### src/hw/ecs_pkg.sv
package ecs_pkg;

    // Reference clock period, for reading cycle counts
    localparam int unsigned REF_CLK_PERIOD_NS = 25;

    // Bus states per access without waits
    localparam logic [1:0] STATES_SHORT = 2'h2;
    localparam logic [1:0] STATES_LONG = 2'h3;

    // Width of the helper cycle counters
    localparam int unsigned CNT_W = 10;
    localparam logic [CNT_W-1:0] CNT_ZERO = 10'h000;
    localparam logic [CNT_W-1:0] CNT_ONE = 10'h001;
    localparam logic [CNT_W-1:0] CNT_MAX = 10'h3ff;

    // Data bus reset value
    localparam logic [15:0] DATA_RESET = 16'h0000;

    typedef enum logic [1:0] {
        ST_IDLE = 2'b00,
        ST_SYNC = 2'b01,
        ST_ACC = 2'b10
    } ecs_fsm_t;

    typedef enum logic [1:0] {
        SP_BASIC = 2'b00,
        SP_BYTE_SRAM = 2'b01,
        SP_BURST_ROM = 2'b10,
        SP_MPX = 2'b11
    } ecs_space_t;

    // External control pins, all strobes active low
    typedef struct packed {
        logic cycleStartN;
        logic addrStrobeHoldN;
        logic readStrobeN;
        logic readNotWrite;
        logic upperByteN;
    } ecs_pins_t;

    localparam ecs_pins_t PINS_IDLE = '{1'b1, 1'b1, 1'b1, 1'b1, 1'b1};

endpackage

### src/hw/ecs_edge_detect.sv
`timescale 1ns/100ps

module ecs_edge_detect
    import ecs_pkg::*;
(
    // Clock and reset
    input wire logic ref_clk,
    input wire logic rst_n,
    // Foreign clock and its rising edge
    input wire logic clkIn,
    output logic risePulse
);

    typedef struct packed {
        logic s1;
        logic s2;
        logic s3;
    } ecs_edge_t;

    ecs_edge_t stReg;
    ecs_edge_t stNext;

    // Two stages before anyone looks, third one for the edge
    always_comb
    begin
        stNext.s1 = clkIn;
        stNext.s2 = stReg.s1;
        stNext.s3 = stReg.s2;
    end

    always_ff @(posedge ref_clk or negedge rst_n)
    begin
        if (!rst_n)
            stReg <= '0;
        else
            stReg <= stNext;
    end

    // Edge seen one to two cycles late; all timing is relative to it
    assign risePulse = stReg.s2 & ~stReg.s3;

endmodule

### src/hw/ecs_bus_sync.sv
`timescale 1ns/100ps

// Operation
// - Controller runs on system clock; external interface follows external bus clock.
// - Peripheral cycles follow peripheral clock, external cycles the external clock.
// - At n:1 with no waits, accesses last 2n or 3n system cycles.
// - Cycle not aligned to target clock gets sync states at its start.
// - External access inserts zero to n-1 sync cycles at n:1.
// - Peripheral access inserts zero to m-1 sync cycles at m:1.
// - Cycle-start output is asserted when an external cycle begins.
// - Address strobe marks a valid address in basic, byte SRAM, burst spaces.
// - In multiplexed space the same output is an address hold.
// - Read strobe asserted after the first bus state while any external space is read.
// - Read/write output shows direction of the current external cycle.
// - In byte SRAM space read/write acts as memory write enable.
// - Upper-byte strobe marks upper-lane writes in basic, burst, multiplexed space.
// - In byte SRAM space it selects the upper lanes on reads and writes.
module ecs_bus_sync
    import ecs_pkg::*;
(
    // Clock and reset
    input wire logic ref_clk,
    input wire logic rst_n,
    // Target clocks, sampled
    input wire logic extBusClk,
    input wire logic periphClk,
    // Request from the system bus
    input wire logic reqValid,
    input wire logic reqExternal,
    input wire logic reqWrite,
    input wire logic [1:0] reqSpace,
    input wire logic reqThreeState,
    input wire logic reqUpperByte,
    input wire logic [15:0] reqWrData,
    // Answer to the system bus
    output logic reqReady,
    output logic reqDone,
    output logic [15:0] reqRdData,
    // External control pins
    output logic cycleStartOutN,
    output logic addrStrobeHoldN,
    output logic readStrobeN,
    output logic readNotWrite,
    output logic upperByteStrobeN,
    // External data bus
    input wire logic [15:0] extDataIn,
    output logic [15:0] extDataOut,
    output logic extDataOeUpper,
    output logic extDataOeLower,
    // Peripheral side
    output logic periphSel
);

    typedef struct packed {
        ecs_fsm_t fsm;
        logic ext;
        logic write;
        ecs_space_t space;
        logic [1:0] lastIdx;
        logic [1:0] idx;
        logic upper;
        logic ready;
        logic done;
        logic periph;
        logic oeUpper;
        logic oeLower;
        ecs_pins_t pins;
        logic [15:0] wrData;
        logic [15:0] rdData;
        logic [15:0] dIn1;
        logic [15:0] dIn2;
        logic [CNT_W-1:0] syncCnt;
        logic [CNT_W-1:0] accCnt;
        logic [CNT_W-1:0] sinceExt;
        logic [CNT_W-1:0] extPeriod;
        logic [CNT_W-1:0] sincePer;
        logic [CNT_W-1:0] perPeriod;
    } ecs_state_t;

    ecs_state_t stReg;
    ecs_state_t stNext;
    logic extEdge;
    logic perEdge;
    logic tgtEdge;

    // Rising edges of both target clocks in the system domain
    ecs_edge_detect extDet (
        .ref_clk(ref_clk),
        .rst_n(rst_n),
        .clkIn(extBusClk),
        .risePulse(extEdge)
    );

    ecs_edge_detect perDet (
        .ref_clk(ref_clk),
        .rst_n(rst_n),
        .clkIn(periphClk),
        .risePulse(perEdge)
    );

    // Pin levels for a given bus state; peripherals leave pins idle
    function automatic ecs_pins_t pinsFor(input logic ext, input ecs_space_t space,
        input logic write, input logic upper, input logic [1:0] idx);
        ecs_pins_t p;
        logic first;
        first = (idx == 2'h0);
        p = PINS_IDLE;
        if (ext)
        begin
            p.cycleStartN = !first;
            p.addrStrobeHoldN = (space == SP_MPX) ? !first : 1'b0;
            p.readStrobeN = write | first;
            p.readNotWrite = !write;
            if (space == SP_BYTE_SRAM)
                p.upperByteN = !upper;
            else
                p.upperByteN = !(write && upper) | first;
        end
        return p;
    endfunction

    // Edge of whichever clock the cycle in flight follows
    assign tgtEdge = stReg.ext ? extEdge : perEdge;

    // Sequencer, period measurement and data path
    always_comb
    begin
        stNext = stReg;
        stNext.done = 1'b0;
        stNext.dIn1 = extDataIn;
        stNext.dIn2 = stReg.dIn1;
        // Target periods measured for the sync bound checks
        stNext.sinceExt = extEdge ? CNT_ZERO :
            (stReg.sinceExt == CNT_MAX ? CNT_MAX : stReg.sinceExt + CNT_ONE);
        stNext.sincePer = perEdge ? CNT_ZERO :
            (stReg.sincePer == CNT_MAX ? CNT_MAX : stReg.sincePer + CNT_ONE);
        if (extEdge)
            stNext.extPeriod = stReg.sinceExt + CNT_ONE;
        if (perEdge)
            stNext.perPeriod = stReg.sincePer + CNT_ONE;
        unique case (stReg.fsm)
            ST_IDLE:
            begin
                stNext.syncCnt = CNT_ZERO;
                stNext.accCnt = CNT_ZERO;
                if (reqValid && stReg.ready)
                begin
                    stNext.ready = 1'b0;
                    stNext.ext = reqExternal;
                    stNext.write = reqWrite;
                    stNext.space = ecs_space_t'(reqSpace);
                    stNext.upper = reqUpperByte;
                    stNext.wrData = reqWrData;
                    stNext.lastIdx = (reqThreeState ? STATES_LONG : STATES_SHORT) - 2'h1;
                    stNext.idx = 2'h0;
                    // Aligned request starts at once, else wait for the edge
                    if (reqExternal ? extEdge : perEdge)
                    begin
                        stNext.fsm = ST_ACC;
                        stNext.pins = pinsFor(reqExternal, ecs_space_t'(reqSpace),
                            reqWrite, reqUpperByte, 2'h0);
                        stNext.periph = !reqExternal;
                        stNext.oeUpper = reqExternal && reqWrite && reqUpperByte;
                        stNext.oeLower = reqExternal && reqWrite;
                    end
                    else
                        stNext.fsm = ST_SYNC;
                end
            end
            ST_SYNC:
            begin
                stNext.syncCnt = stReg.syncCnt + CNT_ONE;
                if (tgtEdge)
                begin
                    stNext.fsm = ST_ACC;
                    stNext.pins = pinsFor(stReg.ext, stReg.space, stReg.write,
                        stReg.upper, 2'h0);
                    stNext.periph = !stReg.ext;
                    stNext.oeUpper = stReg.ext && stReg.write && stReg.upper;
                    stNext.oeLower = stReg.ext && stReg.write;
                end
            end
            ST_ACC:
            begin
                // Each bus state spans one target period
                stNext.accCnt = stReg.accCnt + CNT_ONE;
                if (tgtEdge)
                begin
                    if (stReg.idx == stReg.lastIdx)
                    begin
                        stNext.fsm = ST_IDLE;
                        stNext.ready = 1'b1;
                        stNext.done = 1'b1;
                        stNext.pins = PINS_IDLE;
                        stNext.periph = 1'b0;
                        stNext.oeUpper = 1'b0;
                        stNext.oeLower = 1'b0;
                        if (!stReg.write)
                            stNext.rdData = stReg.dIn2;
                    end
                    else
                    begin
                        stNext.idx = stReg.idx + 2'h1;
                        stNext.pins = pinsFor(stReg.ext, stReg.space, stReg.write,
                            stReg.upper, stReg.idx + 2'h1);
                    end
                end
            end
            default:
                stNext.fsm = ST_IDLE;
        endcase
    end

    always_ff @(posedge ref_clk or negedge rst_n)
    begin
        if (!rst_n)
        begin
            stReg <= '0;
            stReg.fsm <= ST_IDLE;
            stReg.ready <= 1'b1;
            stReg.pins <= PINS_IDLE;
            stReg.lastIdx <= STATES_SHORT - 2'h1;
            stReg.wrData <= DATA_RESET;
            stReg.rdData <= DATA_RESET;
        end
        else
            stReg <= stNext;
    end

    // Outputs straight from the state register
    assign reqReady = stReg.ready;
    assign reqDone = stReg.done;
    assign reqRdData = stReg.rdData;
    assign cycleStartOutN = stReg.pins.cycleStartN;
    assign addrStrobeHoldN = stReg.pins.addrStrobeHoldN;
    assign readStrobeN = stReg.pins.readStrobeN;
    assign readNotWrite = stReg.pins.readNotWrite;
    assign upperByteStrobeN = stReg.pins.upperByteN;
    assign extDataOut = stReg.wrData;
    assign extDataOeUpper = stReg.oeUpper;
    assign extDataOeLower = stReg.oeLower;
    assign periphSel = stReg.periph;

    // Checks
    logic inAcc;
    logic [CNT_W-1:0] expLen;
    assign inAcc = (stReg.fsm == ST_ACC);
    assign expLen = CNT_W'({stReg.lastIdx + 2'h1} * stReg.extPeriod);

    chk_sync_insert: assert property (@(posedge ref_clk) disable iff (!rst_n)
        (stReg.fsm == ST_IDLE && reqValid && stReg.ready && !(reqExternal ? extEdge : perEdge))
        |=> stReg.fsm == ST_SYNC) else $error("unaligned request skipped sync states");
    chk_sync_exit_edge: assert property (@(posedge ref_clk) disable iff (!rst_n)
        (stReg.fsm == ST_SYNC) |=> (stReg.fsm == ST_ACC) == $past(tgtEdge))
        else $error("sync state left off the target edge");
    chk_ext_sync_len: assert property (@(posedge ref_clk) disable iff (!rst_n)
        (stReg.fsm == ST_SYNC && stReg.ext && tgtEdge)
        |-> stReg.syncCnt + CNT_ONE < stReg.extPeriod)
        else $error("too many external sync cycles");
    chk_per_sync_len: assert property (@(posedge ref_clk) disable iff (!rst_n)
        (stReg.fsm == ST_SYNC && !stReg.ext && tgtEdge)
        |-> stReg.syncCnt + CNT_ONE < stReg.perPeriod)
        else $error("too many peripheral sync cycles");
    chk_access_len: assert property (@(posedge ref_clk) disable iff (!rst_n)
        (inAcc && stReg.ext && tgtEdge && stReg.idx == stReg.lastIdx && $stable(stReg.extPeriod))
        |-> stReg.accCnt + CNT_ONE == expLen) else $error("external access length wrong");
    chk_start_first: assert property (@(posedge ref_clk) disable iff (!rst_n)
        $rose(inAcc) && stReg.ext |-> !cycleStartOutN ##1 (!cycleStartOutN) [*1])
        else $error("cycle start missing at first state");
    chk_start_only: assert property (@(posedge ref_clk) disable iff (!rst_n)
        !cycleStartOutN |-> inAcc && stReg.ext && stReg.idx == 2'h0)
        else $error("cycle start outside first state");
    chk_addr_valid: assert property (@(posedge ref_clk) disable iff (!rst_n)
        inAcc && stReg.ext && stReg.space != SP_MPX |-> !addrStrobeHoldN)
        else $error("address strobe not asserted");
    chk_mpx_hold: assert property (@(posedge ref_clk) disable iff (!rst_n)
        inAcc && stReg.ext && stReg.space == SP_MPX |-> addrStrobeHoldN == (stReg.idx != 2'h0))
        else $error("address hold wrong in multiplexed space");
    chk_read_strobe: assert property (@(posedge ref_clk) disable iff (!rst_n)
        !readStrobeN |-> inAcc && stReg.ext && !stReg.write && stReg.idx != 2'h0)
        else $error("read strobe outside external read");
    chk_direction: assert property (@(posedge ref_clk) disable iff (!rst_n)
        inAcc && stReg.ext |-> readNotWrite == !stReg.write) else $error("direction wrong");
    chk_upper_write: assert property (@(posedge ref_clk) disable iff (!rst_n)
        !upperByteStrobeN && stReg.space != SP_BYTE_SRAM |-> stReg.write && extDataOeUpper)
        else $error("upper write strobe without upper write");
    chk_upper_sram: assert property (@(posedge ref_clk) disable iff (!rst_n)
        inAcc && stReg.ext && stReg.space == SP_BYTE_SRAM && stReg.upper |-> !upperByteStrobeN)
        else $error("upper byte select missing in byte SRAM");
    chk_periph_quiet: assert property (@(posedge ref_clk) disable iff (!rst_n)
        inAcc && !stReg.ext |-> periphSel && cycleStartOutN && readStrobeN)
        else $error("peripheral access touched external pins");

    cov_ext_sync: cover property (@(posedge ref_clk) disable iff (!rst_n)
        stReg.fsm == ST_SYNC && stReg.ext ##1 inAcc);
    cov_ext_long: cover property (@(posedge ref_clk) disable iff (!rst_n)
        inAcc && stReg.ext && stReg.idx == 2'h2);
    cov_periph_done: cover property (@(posedge ref_clk) disable iff (!rst_n)
        reqDone && !stReg.ext);
    cov_sram_write: cover property (@(posedge ref_clk) disable iff (!rst_n)
        inAcc && stReg.space == SP_BYTE_SRAM && stReg.write);

endmodule

### config.mk
export PLATFORM = sky130hd
export DESIGN_NAME = ecs_bus_sync
export DESIGN_NICKNAME = d
export VERILOG_FILES = /design/src/hw/ecs_pkg.sv /design/src/hw/ecs_edge_detect.sv /design/src/hw/ecs_bus_sync.sv
export SDC_FILE = /design/constraint.sdc
export NUM_CORES = 1
export LEC_CHECK = 0
export BUFFER_PORTS_ARGS = -buffer_cell sky130_fd_sc_hd__buf_2
export CELL_PAD_IN_SITES_DETAIL_PLACEMENT = 0
export CELL_PAD_IN_SITES_GLOBAL_PLACEMENT = 2
export CORE_MARGIN = 2
export CORE_UTILIZATION = 39
export DETAILED_ROUTE_END_ITERATION = 16
export GPL_TIMING_DRIVEN = 0
export PLACE_DENSITY_LB_ADDON = 0.1
export SLEW_MARGIN = 20
export SYNTH_ARGS = -nofsm -noshare
export SYNTH_HDL_FRONTEND = slang
export SYNTH_SLANG_ARGS = --single-unit
### constraint.sdc
create_clock -name ref_clk -period 3.2 [get_ports ref_clk]
set_input_delay 0.32 -clock ref_clk [delete_from_list [all_inputs] [get_ports ref_clk]]
set_output_delay 0.32 -clock ref_clk [all_outputs]
set_load 0.03 [all_outputs]
==> results of run 1 <==
-- worst max-delay path by stage --
| stage | end | slack, ps | cells past startpoint |
|---|---|---|---|
| global route | extDataOut[15] | 810 | 6 |
| global placement | extDataOut[8] | 920 | 1 |
| detailed placement | extDataOut[15] | 960 | 6 |
| finish | extDataOut[15] | 970 | 6 |
| CTS | extDataOut[15] | 930 | 6 |
| floorplan | reqRdData[10] | 1320 | 8 |
-- cell type report --
| cell class | instances | share of cell area [%] |
|---|---|---|
| tap | 129 | 3.581 |
| clock buffer | 9 | 2.748 |
| multi-input combinational | 125 | 24.10 |
| timing repair buffer | 86 | 10.30 |
| clock inverter | 7 | 1.333 |
| inverter | 4 | 0.3331 |
| sequential | 91 | 50.72 |
| buffer | 41 | 6.885 |
-- worst max-delay path, stage by stage, from the launching register on --
cell	delay [ps]
dfrtp_1	410
inv_1	80
ha_1	190
clkbuf_1	180
nand3_1	340
clkbuf_1	500
mux2_2	410
-- layout by cell type (no fill, tap or decap), drive strengths merged, types with 2 or more instances in the layout --
cell      count
buf         122
dfrtp        84
mux2         42
nor2         13
clkbuf       13
nand2        12
inv           8
dfstp         7
ha            6
a21oi         5
a31oi         5
o21ai         4
or2           3
a22o          3
o21bai        3
xor2          2
nand3         2
mux2i         2
a31o          2
nor2b         2
clkinvlp      2
nand2b        2
-- registers in the layout (all words and copies together) (netlist names), 2 cells and up --
name / count
stReg: 27
stNext: 16
extDet.stNext: 2
reqRdData: 16
perDet.stNext: 2
extDataOut: 16
-- power by group through the flow --
stage          Combinational [W]  Clock, W  Sequential [W]
6_report                 0.00121  0.000738         0.00151
3_3_place_gp             0.00122         0         0.00153
5_1_grt                  0.00131  0.000811         0.00155
4_1_cts                  0.00123  0.000769         0.00151
3_5_place_dp             0.00123         0         0.00154
2_1_floorplan           0.000867         0         0.00159
-- repair_timing --
item,CTS,global route
hold buffers,1,0
hold endpoints to repair,21,0
endpoints found under the setup margin,0,0
-- cells in the mapped netlist, drive strengths merged, types with 3 or more instances --
cell and number:
or2 3, o21bai 3, inv 4, mux2 42
nor2 13, dfstp 7, nand2 12, a22o 3
buf 37, dfrtp 84, o21ai 4, ha 6
a21oi 5, a31oi 5, clkbuf 4
-- metrics by stage --
stage	std cells	total power (W)	setup slack, ps	area, um^2
after global routing	492	0.003667	806.3	4507
after CTS	492	0.003514	933.6	4507
after global placement	474	0.002744	924.5	4279
after detailed placement	475	0.002764	955.3	4313
after floorplan	261	0.002457	1319	3697
final	492	0.003463	973.3	4507
-- cells by family after synthesis --
| family | after synthesis |
|---|---|
| xor gates and xnor gates | 2 |
| buffers and inverters | 45 |
| DFF | 91 |
| AOI/OAI and AO/OA | 30 |
| muxes | 44 |
| and+or+nand+nor | 43 |
| adders and majority gates | 6 |
-- metal layers --
| metal | global-route usage (%) | wire [um] | up-vias |
|---|---|---|---|
| li1 | - | - | 1054 |
| met1 | 17.90 | 3003 | 1055 |
| met2 | 20.38 | 3031 | 65 |
| met3 | 3.451 | 343 | 10 |
| met4 | 6.237 | 112 | 0 |
| met5 | 0 | 0 | - |
==> key figures, run 1 <==
Layout
  • Sequential cell area: 0.002286 mm^2
  • Synthesis-to-layout area growth: 21.90%
  • Final Util: 48.77%
  • Footprint of the multi-input gates: 0.001086 mm^2
  • Number of diodes: 0
  • Layout cells sized above 1: 55.65%
  • Final net count: 407
  • Fillcell total: 888

Setup path
  • CP Capture Type: flop
  • CP Max Fanout: 10
  • Crit path from: stReg[143]
  • Setup CP Type: flop to flop
  • R2r setup slk: 970 ps
  • Arrival time of the worst setup path: 2470 ps
  • Startpoint Class: flop
  • FF-to-FF path depth: 6
  • Worst r2r src: stReg[143]
  • Reg-to-Reg End: extDataOut[15]
  • Crit path required time: 3440 ps

Synth
  • Post-synth EDFFs: 0
  • Simple-gate share of the synthesized area: 6.362%
  • Xor and xnor area share after synthesis: 0.4738%
  • Synth Cell Area: 0.003697 mm^2
  • Multiplexer share of the synthesized area: 14.55%
  • Dominant cells by area after synthesis: dfrtp_1 (57%), mux2_2 (9.1%), buf_4 (6.7%), dfstp_2 (5.0%), mux2_4 (4.9%)
  • Largest area contributor in the netlist: dfrtp_1
  • Post-synth top area share: 56.85%
  • Post-synthesis cell count: 261
  • Yosys warns: 0
  • Adder-Cell Fraction of Synth Area: 2.030%
  • Post-synthesis compound-gate area fraction: 5.956%
  • Mean Syn Cell Area: 14.17 um^2
  • Syn nets: 310
  • Combinational family with the most area after synthesis: multiplexers
  • Asr flop ratio synth: 100.0%
  • Main synth FF type: dfrtp_1
  • Register area share after synthesis: 61.83%
  • Number of synthesized register bits: 91
  • Distinct cells, synth: 46

Power and ir drop
  • Comb power frac: 35.1%
  • Clk pwr share: 21.3%
  • Power share of the sequential group: 43.6%
  • Net Sw Power: 0.001220 W
  • VDD IR-drop max: 0.2455 mV
  • PwrDens: 768.5 mW/mm^2
  • P_leak: 2.323 nW
  • Internal power: 0.002243 W
  • Sw frac: 35.23%

Timing
  • Final hold slack: 53.65 ps
  • Final setup skew: 16.68 ps
  • RSZ-0062 raised after global routing: no
  • Final setup vio count: 0
  • Final cycle utilization of the critical path: 69.59%
  • Worst rel slew slack: 61.43%
  • Highest Clock Rate: 449.1 MHz
  • Final hold vios: 0
  • Period minus WS final: 2227 ps
  • Setup TNS: 0 ps
  • Slew Limit Fails: 0
  • Slew @ Worst Pin: 578.6 ps

Drt
  • WL/cell: 13.19 um
  • Via/cell ratio: 4.439
  • DRT iter0 DRCs: 49
  • DRC: 0
  • DRT Pass-1 Iters: 4
  • Detailed Route WL: 6.490 mm
  • Vias post-DR: 2184
  • Post-route ant nets: 0

Clocking
  • Post-CTS setup buffer count: 0
  • Total CTS buffers: 9
  • Post-cts sizing count: 0
  • CTS root buf: clkbuf_8
  • Clk pin slew, worst setup/hold paths: 110 ps
  • CTS tree: built
  • Largest buffer count on any clock path: 2
  • CTS Sinks: 91
  • H-Tree Depth: 3
  • Clock Latency Late Sink: 360 ps

Floorplanning
  • Die width: 101.4 um
  • Row count: 35
  • Total die area: 0.01027 mm^2
  • Ports: 85
  • Core area: 0.009240 mm^2
  • Starting Density: 40.01%
  • Die Ht: 101.4 um

Hold path
  • Worst hold path startpoint: extDataIn[15]
  • Worst Hold End: stNext[75]
  • Hold crit path type: primary input to flop
  • WHS Path Cells: 1

Run status
  • Status: complete, no violations

Global route
  • Global Route Usage Sum: 13.35%
  • Initial antenna violation count: 0
  • Number of global-route vias before repair: 2111
  • Largest net degree at the start of global routing: 67
  • Total gr overflow: 0
  • First-pass GRT wire length: 10.43 mm

Placed design
  • Port bufs: 84
  • GP Congestion: 0.7442
  • HPWL Detailed: 4.633 mm

Job
  • # Max-Cap Violations: 0
(Power assumes the default switching activity.)
==> run 2: changes to the inputs <==
ABC_AREA = 1   (was not set)
CORE_UTILIZATION = 32   (was 39)
clock period = 2.2 ns   (was 3.2 ns; I/O delays follow)
==> run 2 against run 1 <==
Effect of this change: flip-flop and latch count unchanged; sequential power increased by 14%; die area rose by 22%; register-to-register slack got worse by 630 ps; clock power increased by 110%; combinational power fell by 90%; critical path depth is 3 higher; critical path type unchanged; critical endpoint is now cycleStartOutN; largest power group unchanged.
==> key figures, run 2 <==
Synth
  • Top post-synthesis cells by count: nand2_1 (154), dfrtp_1 (84), nand3_1 (35)
  • Largest area contributor in the netlist: dfrtp_1
  • Post-synthesis cell count: 389 (+49%)
  • Dominant cells by area after synthesis: dfrtp_1 (56%), nand2_1 (15%), buf_4 (6.4%), dfstp_2 (4.9%), nand3_1 (4.7%)
  • Mean Syn Cell Area: 9.604 um^2 (-32%)
  • Number of synthesized register bits: 91 (unchanged)
  • Syn nets: 438 (+41%)
  • Distinct cells, synth: 26 (-43%)
  • Main synth FF type: dfrtp_1
  • Post-synth EDFFs: 0 (unchanged)
  • Asr flop ratio synth: 100.0% (unchanged)
  • Post-synth top area share: 56.26% (-0.59 points)
  • Most frequent cell after synthesis: nand2_1
  • Register area share after synthesis: 61.19% (-0.64 points)
  • Yosys warns: 0 (unchanged)
  • Synth Cell Area: 0.003736 mm^2 (+1.0%)

Global route
  • First-pass GRT wire length: 12.98 mm (+24%)
  • Initial antenna violation count: 0 (unchanged)
  • Global Route Usage Sum: 13.02% (-0.33 points)
  • Largest net degree at the start of global routing: 79 (+18%)
  • Total gr overflow: 0 (unchanged)
  • Number of global-route vias before repair: 2705 (+28%)

Drt
  • Post-route ant nets: 0 (unchanged)
  • Detailed Route WL: 7.654 mm (+18%)
  • WL/cell: 11.74 um (-11%)
  • DRT Pass-1 Iters: 4 (unchanged)
  • Vias post-DR: 2742 (+26%)
  • DRC: 0 (unchanged)
  • Via/cell ratio: 4.206 (-5.3%)
  • DRT iter0 DRCs: 71 (+45%)

Power and ir drop
  • VDD IR-drop max: 0.4582 mV (+87%)
  • P_leak: 2.749 nW (+18%)
  • PwrDens: 703.7 mW/mm^2 (-8.4%)

Timing
  • Slew @ Worst Pin: 464.2 ps (-114.4 ps)
  • Final hold vios: 0 (unchanged)
  • Final cycle utilization of the critical path: 84.37% (+15 points)
  • Final setup vio count: 0 (unchanged)
  • Highest Clock Rate: 538.7 MHz (+20%)
  • RSZ-0062 raised after global routing: no
  • Final setup skew: 5.482 ps (-11.19 ps)
  • Period minus WS final: 1856 ps (-370.6 ps)
  • Final hold slack: 85.12 ps (+31.47 ps)
  • Setup TNS: 0 ps (unchanged)
  • Slew Limit Fails: 0 (unchanged)
  • Worst rel slew slack: 69.05% (+7.6 points)

Floorplanning
  • Core area: 0.01142 mm^2 (+24%)
  • Die Ht: 112.1 um (+11%)
  • Total die area: 0.01256 mm^2 (+22%)
  • Ports: 85 (unchanged)
  • Starting Density: 32.72% (-7.3 points)
  • Die width: 112.1 um (+11%)
  • Row count: 39 (+11%)

Setup path
  • CP Capture Type: flop
  • CP Max Fanout: 5 (-5)
  • Startpoint Class: flop
  • Slowest Stage Delay on Critical Path: 400 ps (-100 ps)
  • FF-to-FF path depth: 9 (+3)
  • Worst path bufs/invs: 2 (-1)
  • CP dominant cell by count: nand2_1
  • Arrival time of the worst setup path: 2130 ps (-340 ps)
  • Setup CP Type: flop to flop
  • CP Cell Sequence: inv_1 > ha_1 > nor2_1 > nand2_1 > o21ai_0 > inv_1 > nand2_1 > nand2_1 > nand2_1
  • CP top delay family: simple AND/OR/NAND/NOR gates
  • Reg-to-Reg End: cycleStartOutN
  • Slowest CP cell: dfrtp_1
  • R2r setup slk: 340 ps (-630 ps)
  • Worst r2r src: stReg[143]
  • Crit path required time: 2470 ps (-970 ps)

Clocking
  • Clock Latency Late Sink: 330 ps (-30 ps)
  • CTS Hold Bufs: 19 (+18)
  • Total CTS buffers: 9 (unchanged)
  • CTS tree: built
  • CTS Sinks: 91 (unchanged)
  • CTS root buf: clkbuf_16
  • Post-CTS setup buffer count: 0 (unchanged)
  • H-Tree Depth: 3 (unchanged)
  • Post-cts sizing count: 0 (unchanged)
  • Clk pin slew, worst setup/hold paths: 60 ps (-50 ps)
  • Largest buffer count on any clock path: 2 (unchanged)

Run status
  • Status: complete, no violations

Hold path
  • Hold crit path type: primary input to flop
  • Worst hold path startpoint: reqWrData[0]
  • Worst Hold End: extDataOut[0]
  • WHS Path Cells: 3 (+2)

Layout
  • Synthesis-to-layout area growth: 30.34%
  • Commonest non-fill, non-tap cell in the layout: nand2_1
  • Number of diodes: 0 (unchanged)
  • Fillcell total: 1151 (+30%)
  • Biggest register: stReg
  • Layout cells sized above 1: 30.26% (-25 points)
  • Number of flip-flops in the largest register: 27 (unchanged)
  • Final net count: 553 (+36%)
  • Sequential cell area: 0.002286 mm^2 (unchanged)
  • Footprint of the multi-input gates: 0.001062 mm^2 (-2.2%)
  • Most frequent cells in the layout: nand2_1 (154), buf_2 (84), dfrtp_1 (84)
  • Final Util: 42.65% (-6.1 points)

Job
  • # Max-Cap Violations: 0 (unchanged)

Placed design
  • Port bufs: 84 (unchanged)
  • GP Congestion: 0.7638 (+2.6%)
  • HPWL Detailed: 5.390 mm (+16%)
[run 2: cell count changes after synthesis, sizes merged, moves of 3 or more]
cell / change
inv: +24
or2: -3
a31oi: -5
nand3: +35
nand2: +144
o21ai: +8
a22o: -3
mux2: -42
[run 2: cell type report]
class	instances	area share, %
clock inverters	6	1.465
inverters	28	2.158
plain buffers	39	5.807
well taps	143	3.674
multi-input cells	231	21.81
flip-flops and latches	91	46.94
clock buffers	10	4.907
repair buffers	104	13.23
[run 2: kinds of logic (layout without fill, tap and decap cells)]
family	Yosys count	count (layout)	synth area share, %
and+or+nand+nor	207	207	23.64
AOI/OAI and AO/OA	18	18	2.780
adders and majority gates	6	6	2.009
DFF	91	91	61.19
buffers and inverters	67	187	10.38
[run 2: through the flow]
stage	power, W	cell area (um^2)	setup slack [ps]	cells
final	0.003427	4870	343.8	652
after detailed placement	0.001854	4369	314.4	617
after global routing	0.003577	4870	46.16	652
after CTS	0.003491	4870	316.2	652
after global placement	0.001844	4335	14.09	616
after floorplan	0.001765	3736	734.1	389
[run 2: worst max path at each step]
stage	slack, ps	cells past startpoint	to	startpoint
floorplan	730	9	addrStrobeHoldN	stReg[143]
CTS	320	8	extDataOut[10]	stReg[143]
global placement	10	1	periphSel	rst_n
finish	340	9	cycleStartOutN	stReg[143]
detailed placement	310	8	extDataOut[14]	stReg[143]
global route	50	7	stReg[134]	stReg[144]
[run 2: power breakdown]
part | internal, W | total (W) | switching, W
sequential | 0.00171 | 0.00172 | 0.00000942
combinational | 0.0000611 | 0.000126 | 0.0000650
clock | 0.000926 | 0.00158 | 0.000657
[run 2: tightest hold or removal path, cell delays in order]
cell and delay, ps:
buf_2 70, nand2_1 40, nand2_1 50
[run 2: per-layer routing]
| layer | track usage (%) | part of all wire [%] | vias up |
|---|---|---|---|
| li1 | - | - | 1412 |
| met5 | 0 | 0 | - |
| met1 | 17.18 | 48 | 1269 |
| met3 | 3.834 | 5.0 | 4 |
| met2 | 20.73 | 47 | 57 |
| met4 | 4.390 | 0.65 | 0 |
